## src/shared/ebac_pkg.sv

```systemverilog
/*
 * Constants for the byte-wide nonvolatile data store controller:
 * I/O offsets, control bit positions, operation encodings, timings.
 * Assumes an 8-bit core I/O port on a 10 MHz clock.
 */
package ebac_pkg;
    // I/O offsets; none are printed, so these are arbitrary but fixed
    localparam logic [5:0] OFS_CONTROL   = 6'h1F;
    localparam logic [5:0] OFS_DATA      = 6'h20;
    localparam logic [5:0] OFS_ADDR_LOW  = 6'h21;
    localparam logic [5:0] OFS_ADDR_HIGH = 6'h22;
    localparam logic [7:0] DATA_SPACE_OFS = 8'h20;
    localparam logic [5:0] BITOP_LIMIT    = 6'h1F;

    // Control register bit positions
    localparam int BIT_READ  = 0;
    localparam int BIT_START = 1;
    localparam int BIT_ARM   = 2;
    localparam int BIT_OPLO  = 4;
    localparam int BIT_OPHI  = 5;

    localparam logic [1:0] OP_COMBINED  = 2'h0;
    localparam logic [1:0] OP_ERASE     = 2'h1;
    localparam logic [1:0] OP_WRITE     = 2'h2;
    localparam logic [1:0] OP_RESERVED  = 2'h3;

    localparam logic [7:0] DATA_RESET   = 8'h00;
    localparam int ADDR_W = 9;
    localparam int DEPTH  = 512;

    localparam logic [2:0] ARM_CYCLES   = 3'h4;
    localparam logic [2:0] READ_STALL   = 3'h4;
    localparam logic [2:0] START_STALL  = 3'h2;

    // Programming times in microseconds, typical
    localparam int T_COMBINED_US = 3400;
    localparam int T_SPLIT_US    = 1800;

    typedef enum logic [1:0] {
        EB_IDLE,
        EB_ERASE,
        EB_WRITE
    } ebac_state_t;
endpackage

```

## src/design/ebac_osc_tick.sv

```systemverilog
/*
 * Tick generator from the calibrated oscillator clock.
 * Assumes osc_tick_in is a one-cycle pulse per oscillator period,
 * already in the mclk domain.
 */
`timescale 1ns/100ps
module ebac_osc_tick
    import ebac_pkg::*;
(
    input  wire logic        mclk,        // System clock
    input  wire logic        rst,         // Async reset, high
    input  wire logic        osc_tick_in, // Oscillator period pulse
    input  wire logic        run,         // Counting enabled
    input  wire logic [23:0] target,      // Ticks to count
    output logic             done         // One-cycle completion pulse
);
    logic [23:0] cnt_r;

    always_ff @(posedge mclk or posedge rst) begin
        if (rst) begin
            cnt_r <= 24'h00_0000;
        end else if (!run) begin
            cnt_r <= 24'h00_0000;
        end else if (osc_tick_in) begin
            // Restart on completion so a following phase gets its full time
            if (done) begin
                cnt_r <= 24'h00_0000;
            end else begin
                cnt_r <= cnt_r + 24'h00_0001;
            end
        end
    end

    assign done = run && osc_tick_in && (cnt_r + 24'h00_0001 >= target);
endmodule // ebac_osc_tick

```

## src/design/ebac_ctrl.sv

```systemverilog
/*
 * Nonvolatile data byte access controller on the core I/O port.
 * Holds address, data and control registers, runs erase and write
 * sequences timed by the calibrated oscillator, and serves reads.
 * Assumes the core honours io_stall and an array model sits on
 * the nv_* pins. Programming survives a reset; rst_prog is the
 * power-on reset that alone may abort it.
 */
// Function
// RULE1 - Mode 00 armed start: erase then write
// RULE2 - Mode 01 armed start: erase only
// RULE3 - Mode 10 armed start: write only
// RULE4 - Start flag reads one until done
// RULE5 - No new access while programming
// RULE6 - Host erases before write-only use
// RULE7 - Timing from calibrated oscillator ticks
// RULE8 - Reset does not abort running program
// RULE9 - Nine-bit address, high bits read zero
// RULE10 - Address undefined at reset, host loads
// RULE11 - Linear byte addressing from zero
// RULE12 - Data register: write source, read result
// RULE13 - Host read sequence polls start flag
// RULE14 - Host write sequence polls busy
// RULE15 - Data-space alias at I/O plus 0x20
// RULE16 - Bit set/clear touches one bit
// RULE17 - Host writes reserved bits as zero
// RULE18 - Arm flag self-clears after four cycles
// RULE19 - Mode locked while busy, reset 00
// RULE20 - Stall four on read, two start
// RULE21 - No read or address change busy
// RULE22 - Mode durations are tick parameters
// RULE23 - Operands captured only while idle
`timescale 1ns/100ps
module ebac_ctrl
    import ebac_pkg::*;
#(
    parameter logic [23:0] TICKS_COMBINED = 24'h00_0D48, // 3400 us
    parameter logic [23:0] TICKS_SPLIT    = 24'h00_0708  // 1800 us
) (
    input  wire logic        mclk,         // System clock 10 MHz
    input  wire logic        rst,          // Core reset, async high
    input  wire logic        rst_prog,     // Power-on reset, async high
    input  wire logic        osc_tick,     // Calibrated oscillator tick
    input  wire logic [7:0]  io_addr,      // Address, I/O or data space
    input  wire logic        io_dspace,    // Address is data space
    input  wire logic        io_wr,        // Byte write strobe
    input  wire logic        io_rd,        // Byte read strobe
    input  wire logic        io_bitset,    // Single-bit set
    input  wire logic        io_bitclr,    // Single-bit clear
    input  wire logic [2:0]  io_bitsel,    // Bit for set/clear
    input  wire logic [7:0]  io_wdata,     // Write data
    output logic [7:0]       io_rdata,     // Read data
    output logic             io_stall,     // Halt core
    output logic [8:0]       nv_addr,      // Array byte address
    output logic [7:0]       nv_wdata,     // Array write data
    output logic             nv_erase,     // Array erasing
    output logic             nv_program,   // Array writing
    input  wire logic [7:0]  nv_rdata      // Array read data
);
    logic [7:0]  addr_low_r;
    logic        addr_bit8_r;
    logic [7:0]  data_r;
    logic [1:0]  op_r;
    logic        arm_r;
    logic [2:0]  arm_cnt_r;
    logic [2:0]  stall_r;
    ebac_state_t state_r;
    logic        phase_done;
    logic [23:0] phase_target;
    logic [5:0]  ioa;
    logic        hit;
    logic [7:0]  cur;
    logic [7:0]  wv;
    logic        busy;
    logic        wr_ctl;
    logic        wr_any;

    // Data-space addresses map back to the I/O offset
    always_comb begin
        ioa = io_addr[5:0];
        hit = !io_dspace && io_addr < 8'h40;
        if (io_dspace) begin
            ioa = 6'((io_addr - DATA_SPACE_OFS));           // RULE15
            hit = io_addr >= DATA_SPACE_OFS && io_addr < 8'h60;
        end
    end

    assign busy = (state_r != EB_IDLE);                    // RULE4

    // Current control byte: reserved bits and the read strobe read zero
    always_comb begin
        cur = 8'h00;
        cur[BIT_START] = busy;
        cur[BIT_ARM]   = arm_r;
        cur[BIT_OPLO]  = op_r[0];
        cur[BIT_OPHI]  = op_r[1];
    end

    // Bit ops affect only the chosen bit; read strobe reads zero so
    // a bit op never re-fires it
    always_comb begin
        wv = io_wdata;
        if (io_bitset) begin
            wv = cur | (8'h01 << io_bitsel);               // RULE16
        end else if (io_bitclr) begin
            wv = cur & ~(8'h01 << io_bitsel);              // RULE16
        end
    end

    assign wr_any = hit && (io_wr ||
                    ((io_bitset || io_bitclr) && ioa <= BITOP_LIMIT));
    assign wr_ctl = wr_any && ioa == OFS_CONTROL;

    // Address held across core reset: no defined reset value
    always_ff @(posedge mclk) begin
        if (wr_any && !busy && ioa == OFS_ADDR_LOW) begin  // RULE21
            addr_low_r <= wv;                              // RULE10
        end
    end

    always_ff @(posedge mclk) begin
        if (wr_any && !busy && ioa == OFS_ADDR_HIGH) begin // RULE23
            addr_bit8_r <= wv[0];                          // RULE9
        end
    end

    // Kept through a core reset while programming, so a write in
    // flight still programs the byte that was loaded
    always_ff @(posedge mclk or posedge rst_prog) begin
        if (rst_prog) begin
            data_r <= DATA_RESET;
        end else if (rst && !busy) begin
            data_r <= DATA_RESET;                          // RULE8
        end else if (wr_ctl && wv[BIT_READ] && !busy) begin
            data_r <= nv_rdata;                            // RULE12
        end else if (wr_any && !busy && ioa == OFS_DATA) begin
            data_r <= wv;                                  // RULE23
        end
    end

    // Arm flag with four-cycle window
    always_ff @(posedge mclk or posedge rst) begin
        if (rst) begin
            arm_r     <= 1'b0;
            arm_cnt_r <= 3'h0;
        end else if (wr_ctl && wv[BIT_ARM] && !arm_r) begin
            arm_r     <= 1'b1;
            arm_cnt_r <= ARM_CYCLES - 3'h1;
        end else if (arm_r) begin
            if (arm_cnt_r == 3'h0) begin
                arm_r <= 1'b0;                             // RULE18
            end else begin
                arm_cnt_r <= arm_cnt_r - 3'h1;
            end
        end
    end

    // Mode field; kept through a core reset while programming
    always_ff @(posedge mclk or posedge rst_prog) begin
        if (rst_prog) begin
            op_r <= OP_COMBINED;
        end else if (rst && !busy) begin
            op_r <= OP_COMBINED;                           // RULE19
        end else if (wr_ctl && !busy && !rst) begin
            op_r <= {wv[BIT_OPHI], wv[BIT_OPLO]};          // RULE19
        end
    end

    // Sequencer on the programming reset only, so core reset lets
    // a running operation finish
    always_ff @(posedge mclk or posedge rst_prog) begin
        if (rst_prog) begin
            state_r <= EB_IDLE;
        end else begin
            unique case (state_r)
                EB_IDLE: begin
                    // Reserved mode starts nothing
                    if (!rst && wr_ctl && wv[BIT_START] && arm_r) begin
                        if (op_r == OP_COMBINED || op_r == OP_ERASE) begin
                            state_r <= EB_ERASE;           // RULE1 RULE2
                        end else if (op_r == OP_WRITE) begin
                            state_r <= EB_WRITE;           // RULE3
                        end
                    end
                end
                EB_ERASE: begin
                    if (phase_done) begin
                        state_r <= (op_r == OP_COMBINED) ? EB_WRITE
                                                         : EB_IDLE;
                    end
                end
                EB_WRITE: begin
                    if (phase_done) begin
                        state_r <= EB_IDLE;                // RULE4 RULE8
                    end
                end
            endcase
        end
    end

    // Combined time splits evenly between its two phases
    always_comb begin
        if (op_r == OP_COMBINED) begin
            phase_target = TICKS_COMBINED >> 1;            // RULE22
        end else begin
            phase_target = TICKS_SPLIT;                    // RULE22
        end
    end

    ebac_osc_tick u_tick (
        .mclk        (mclk),
        .rst         (rst_prog),
        .osc_tick_in (osc_tick),                           // RULE7
        .run         (busy),
        .target      (phase_target),
        .done        (phase_done)
    );

    // Core stall after read or start
    always_ff @(posedge mclk or posedge rst) begin
        if (rst) begin
            stall_r <= 3'h0;
        end else if (wr_ctl && wv[BIT_READ] && !busy) begin
            stall_r <= READ_STALL;                         // RULE20
        end else if (wr_ctl && wv[BIT_START] && arm_r && !busy
                     && op_r != OP_RESERVED) begin
            stall_r <= START_STALL;                        // RULE20
        end else if (stall_r != 3'h0) begin
            stall_r <= stall_r - 3'h1;
        end
    end

    assign io_stall = (stall_r != 3'h0);

    always_comb begin
        io_rdata = 8'h00;
        if (hit && io_rd) begin
            unique case (ioa)
                OFS_CONTROL:   io_rdata = cur;
                OFS_DATA:      io_rdata = data_r;
                OFS_ADDR_LOW:  io_rdata = addr_low_r;
                OFS_ADDR_HIGH: io_rdata = {7'h00, addr_bit8_r}; // RULE9
                default:       io_rdata = 8'h00;
            endcase
        end
    end

    assign nv_addr    = {addr_bit8_r, addr_low_r};         // RULE11
    assign nv_wdata   = data_r;
    assign nv_erase   = (state_r == EB_ERASE);             // RULE5
    assign nv_program = (state_r == EB_WRITE);
endmodule // ebac_ctrl

```

## config.mk

```make
export PLATFORM = sky130hd
export DESIGN_NAME = ebac_ctrl
export DESIGN_NICKNAME = d
export VERILOG_FILES = /design/src/shared/ebac_pkg.sv /design/src/design/ebac_osc_tick.sv /design/src/design/ebac_ctrl.sv
export SDC_FILE = /design/constraint.sdc
export NUM_CORES = 1
export LEC_CHECK = 0
export BUFFER_PORTS_ARGS = -buffer_cell sky130_fd_sc_hd__buf_2
export CAP_MARGIN = 20
export CORE_ASPECT_RATIO = 1.75
export CORE_UTILIZATION = 40
export CTS_CLUSTER_SIZE = 14
export DETAILED_ROUTE_END_ITERATION = 16
export PLACE_DENSITY = 0.64
export SYNTH_ARGS = -nofsm -noshare
export SYNTH_HDL_FRONTEND = slang
export SYNTH_SLANG_ARGS = --single-unit
```

## constraint.sdc

```tcl
create_clock -name mclk -period 5.2 [get_ports mclk]
set_input_delay 0 -clock mclk [delete_from_list [all_inputs] [get_ports mclk]]
set_output_delay 0 -clock mclk [all_outputs]
set_load 0.03 [all_outputs]
```

# Word level (Yosys, flattened, before mapping)
# Index checks and enable logic that the tools add are counted.
[op_classes]
muxes = 31
eq_ne = 15
n_addsub = 4
order_cmp = 5
reduce_logical = 44
shifts = 1
bitwise = 3
[op_table]
columns = ["op", "count"]
rows = [
  ["$mux 24", 3],
  ["$mux 8", 6],
  ["$pmux 8 s4", 1],
  ["$logic_and 1x1->1", 26],
  ["$add 24x1->24 const B", 1],
  ["$ge 24x11->1", 1],
  ["$eq 6x6->1 const B", 3],
  ["$mux 3", 6],
  ["$lt 8x7->1 const B", 2],
  ["$mux 2", 8],
  ["$mux 9", 1],
  ["$reduce_bool 3->1", 3],
  ["$and 6x8->8", 1],
  ["$ge 8x6->1 const B", 1],
  ["$ne 2x2->1 const B", 4],
  ["$not 8->8", 1],
  ["$or 6x8->8", 1],
  ["$shl 1x3->8 const A", 1],
  ["$eq 6x5->1 const B", 1],
  ["$le 6x5->1 const B", 1],
  ["$mux 6", 1],
  ["$pmux 2 s3", 1],
  ["$reduce_bool 2->1", 3],
  ["$sub 3x1->3 const B", 2],
  ["12 further kinds", 24],
]
[totals]
word_cells = 112
output_inout_bits = 28
reg_bits = 52
input_bits = 36

# Longest topological paths before layout
[depth]
word_depth = 13
ltp_mapped = 15
mapped_depth_nobuf = 13

# Modules after synthesis
# From an unflattened synthesis, not the netlist that was laid out.
[hier_totals]
cells_unflattened = 490
area_unflattened_um2 = 4320.4
[by_module_without_submodules]
columns = ["mod", "seq_area_each_um2", "instances", "area_per_inst_um2", "cells_per_inst"]
rows = [
  ["ebac_osc_tick", 600.6, 1, 2422.3, 293],
  ["ebac_ctrl", 745.7, 1, 1898.1, 197],
]

# Least setup slack after synthesis
# OpenSTA, ideal clock, no wires.
[synth_path]
path_kind = "flip-flop to flip-flop"
from = "register u_tick.cnt_r[2]"
to = "register state_r[0]"
setup_ns = 0.125
setup_slack_ns = 2.244
stages_incl_launch_ff = 14
n_path_buf = 1
t_required_ns = 5.075
arrival_ns = 2.831
synth_period_minus_slack_ns = 2.956
path_cell_list = "dfrtp_1 nand4_1 nor2_1 xor2_1 ha_1 nand2_1 a21oi_1 or4b_1 a211o_1 a41oi_1 and3_1 buf_6 o21ai_2 mux2_4"
[synth_via]
elab_chain_len = 5
word_cells_on_any_way = 6
classes_between = "add/sub: 1; order compare: 1; eq/ne: 2; reduce/logical: 2"
[synth_lines]
columns = ["item", "line", "text"]
rows = [
  ["start: declaration", "ebac_osc_tick.sv:17", "logic [23:0] cnt_r;"],
  ["start signal: assignment", "ebac_osc_tick.sv:29", "cnt_r <= cnt_r + 24'h00_0001;"],
  ["$add 24x1->24 *", "ebac_osc_tick.sv:34", "assign done = run && osc_tick_in && (cnt_r + 24'h00_0001 >= target);"],
  ["$ge 24x11->1 *", "ebac_osc_tick.sv:34", ""],
  ["$logic_and 1x1->1 *", "ebac_osc_tick.sv:34", ""],
  ["$ne 2x1->1 (no source line)", "n/a", ""],
  ["$reduce_and 4->1 (no source line) *", "n/a", ""],
  ["end signal: assignment", "ebac_ctrl.sv:188", "state_r <= (op_r == OP_COMBINED) ? EB_WRITE"],
  ["end: declaration", "ebac_ctrl.sv:67", "ebac_state_t state_r;"],
]
# Every way passes the cells marked *; elsewhere a longest branch is shown, timed or not.
# A chain may end at the register's enable or synchronous reset.

# Worst setup path after layout
[layout_path]
from = "register u_tick.cnt_r[3]"
to = "register state_r[0]"
# Same word-level chain as after synthesis.

==> run metrics <==
Max Cap Viol=0; WHS=between 0.03 and 0.04 ns; Max Slew Vio Count=0; startpoint types=flop; fin crit share=63.1%; total grt overflow=0; non-filler cells, final=507; fin nets=465; TritonCTS buffer count=5; final worst setup slack=1.92 ns; worst slack, placed=1.94 ns; die area=roughly 0.0084 mm²; Clock Path Buffers=2; antenna violations before repair=0; post-synth cell types=53; post_cts resized=0; CTS tree=done; Worst Skew=between 0.005 and 0.006 ns; total clock sinks=52; Cells after Synth=351; Total Routing Usage GR=19.9%; largest net degree at the start of global routing=37; Final Wtd Congestion=0.878; setup_tns=0 ns; drt first-iter violations=161; worst slew pin tran=0.698 ns; first-pass detailed-route iteration total=4; Synth Area per Inst=between 9 and 10 µm²; WL final=about 8000 µm; Critical Path RT=approximately 5.4 ns; asr flop ratio synth=a little over 80%; Rel. slew slack=53.3%; Chip Width=69.9 µm; core area=slightly below 0.008 mm²; Seq/Total Area, Yosys=a little over two fifths; clk_lat worst skew=0.29 ns; share of cells above drive strength 1=21.3%; prevailing post-synth register cell=dfrtp_1; drt wl/cell=16.0 µm; vias in the first global route=2691; antenna cell count=0; Vert. Die Dim=121 µm; post-DP HPWL=6360 µm; outcome=completed; Clk Tree Root Cell=clkbuf_16; initial core utilization=41.1%; #FFs+latches synth=52; Syn Std Cell Area=0.00323 mm²; synth cell count leaders=43 x dfrtp_1, 40 x nor2_1, 32 x nand2_1, 24 x inv_1, 18 x nor3_1; Max H-tree Level=2; Slowest-stage cell, CP=or4b_1; Net Count, Synth=400; first-pass GRT wire length=13000 µm; CP Max Fanout=7; CP max stage delay=0.47 ns; RSZ-0062 raised after global routing=false; synth warn=0; count leader, synth=dfrtp_1; Cell Count Post-Placement=between 400 and 500; Final Critical Period=around 3.3 ns; Peak VDD IR=roughly 0.18 mV; Peak Freq=305 MHz; Post-DRT Antenna Nets=0; Vias/cell=between 5 and 6; Area growth syn-to-layout=18.7%; PwrDens=312 mW/mm²; area share of the leading cell type in the synthesized netlist=33.4%; Worst Path Arrival=3.46 ns; critical path capture point type=flop; EDFF count, synth=9; Ports=64; site row count=43; Hold Fails Final Rpt=0; synth top area cells=dfrtp_1 33%, edfxtp_1 8.4%, ha_1 5.0%; final setup violation count=0; drt drc=0; Synth area leader=dfrtp_1; worst path cell trace=nand4_1 > nor2_1 > xor2_1 > ha_1 > nand2_1 > a21oi_1 > or4b_1 > a211o_1 > a41oi_1 > and3_1 > o21ai_2 > mux2_4; critical path type=flop to flop; clk slew on worst S/H paths=0.07 ns; min-delay worst type=primary input to flop; total number of vias=2793; static leakage=~0.0019 µW; IO buf count=63
[flip-flops by register name (all words and copies together), names as in the netlist]
name and count:
u_tick.cnt_r 24, addr_low_r 8, nv_wdata 8, arm_cnt_r 3, stall_r 3, op_r 2
state_r 2, addr_bit8_r 1, arm_r 1
[cell usage in the layout, fill, tap and decap left out, types with 2 or more instances in the layout]
| cell | count |
|---|---|
| dlygate4sd3_1 | 3 |
| nand4_1 | 4 |
| clkbuf_16 | 5 |
| o211ai_1 | 4 |
| and2_1 | 14 |
| a22o_1 | 6 |
| xor2_1 | 6 |
| nor2_1 | 40 |
| nand2_1 | 32 |
| a21oi_1 | 10 |
| o21ai_0 | 13 |
| or3_1 | 2 |
| o21a_1 | 2 |
| nor3b_1 | 2 |
| nand3_1 | 8 |
| ha_1 | 13 |
| nand2b_1 | 3 |
| a2bb2oi_1 | 2 |
| a211oi_1 | 2 |
| dfrtp_1 | 43 |
| a41oi_1 | 2 |
| mux2i_1 | 16 |
| edfxtp_1 | 9 |
| a31oi_1 | 6 |
| mux2_2 | 8 |
| and3_1 | 5 |
| buf_2 | 63 |
| buf_4 | 4 |
| nor3_1 | 18 |
| nor2b_1 | 3 |
| xnor2_1 | 10 |
| a22oi_1 | 4 |
| inv_1 | 24 |
| or2_2 | 2 |
| nand4b_1 | 3 |
| nor4_1 | 6 |
[logic make-up (layout without fill, tap and decap cells)]
group / count (synthesis) / count (layout) / synth area share (%)
compound gates: 60 / 60 / 12.8
xor+xnor: 16 / 16 / 4.34
fa+ha+maj: 13 / 13 / 5.04
buf+inv: 37 / 103 / 4.81
flops: 52 / 52 / 41.7
mux: 25 / 25 / 8.22
simple gates: 148 / 148 / 23.1
[area by class of cell]
cell class / instances / area, µm²
clock inverters: 3 / 42.5
clock buffers: 5 / 125
multi-input cells: 262 / 1720
fillers: 773 / 4030
flip-flops and latches: 52 / 1350
repair buffers: 71 / 387
well taps: 90 / 113
inverters: 24 / 90.1
[critical path: cells and delay by family (launching register included)]
family                     cells  cell delay, ns
AOI/OAI and AO/OA              4            0.65
DFF                            1            0.46
xor gates and xnor gates       1            0.22
muxes                          1            0.31
adders and majority gates      1            0.28
and+or+nand+nor                5            1.26
[worst paths after layout]
path                            depth (start not counted)  slack (ns)                        start                           end
worst min register to register                          2        0.50       stall_r[1]$_DFFE_PP0P_        stall_r[1]$_DFFE_PP0P_
max in group asynchronous                               4        4.51                     rst_prog  u_tick.cnt_r[10]$_DFFE_PP0P_
worst max register to register                         12        1.92  u_tick.cnt_r[3]$_DFFE_PP0P_        state_r[0]$_DFFE_PP0P_
worst max-delay path                                   12        1.92  u_tick.cnt_r[3]$_DFFE_PP0P_        state_r[0]$_DFFE_PP0P_
worst min-delay path                                    3        0.03                  io_wdata[2]       addr_low_r[2]$_DFFE_PP_
min in group asynchronous                               3        0.25                          rst        stall_r[1]$_DFFE_PP0P_
[through the flow]
step                      cell area [µm²]  total power (µW)  utilization (%)
after floorplan                      3230               735                -
after global placement               3610               818             46.0
after detailed placement             3620               833             46.1
after CTS                            3820              1210             48.6
after global routing                 3830              1270             48.7
final                                3830              1190             48.7
[routing by layer]
metal  part of all wire [%]  routed length [µm]  GRT usage [%]  vias up
li1                       -                   -              -     1375
met1                     38                3070           20.4     1305
met2                     53                4270           36.8       90
met3                    4.4                 359           3.83       23
met4                    5.0                 402           11.1        0
met5                      0                   0              0        -
[power by group]
group | total (µW) | switching [µW] | internal (µW)
sequential | 480 | 29.8 | 451
combinational | 344 | 207 | 136
clock | 369 | 143 | 226
[timing repair]
item / CTS / global route
buffers inserted: 0 / 0
hold buffers: 3 / 0
hold endpoints to repair: 45 / 0
Note: power is estimated with default switching activity, not from simulation.
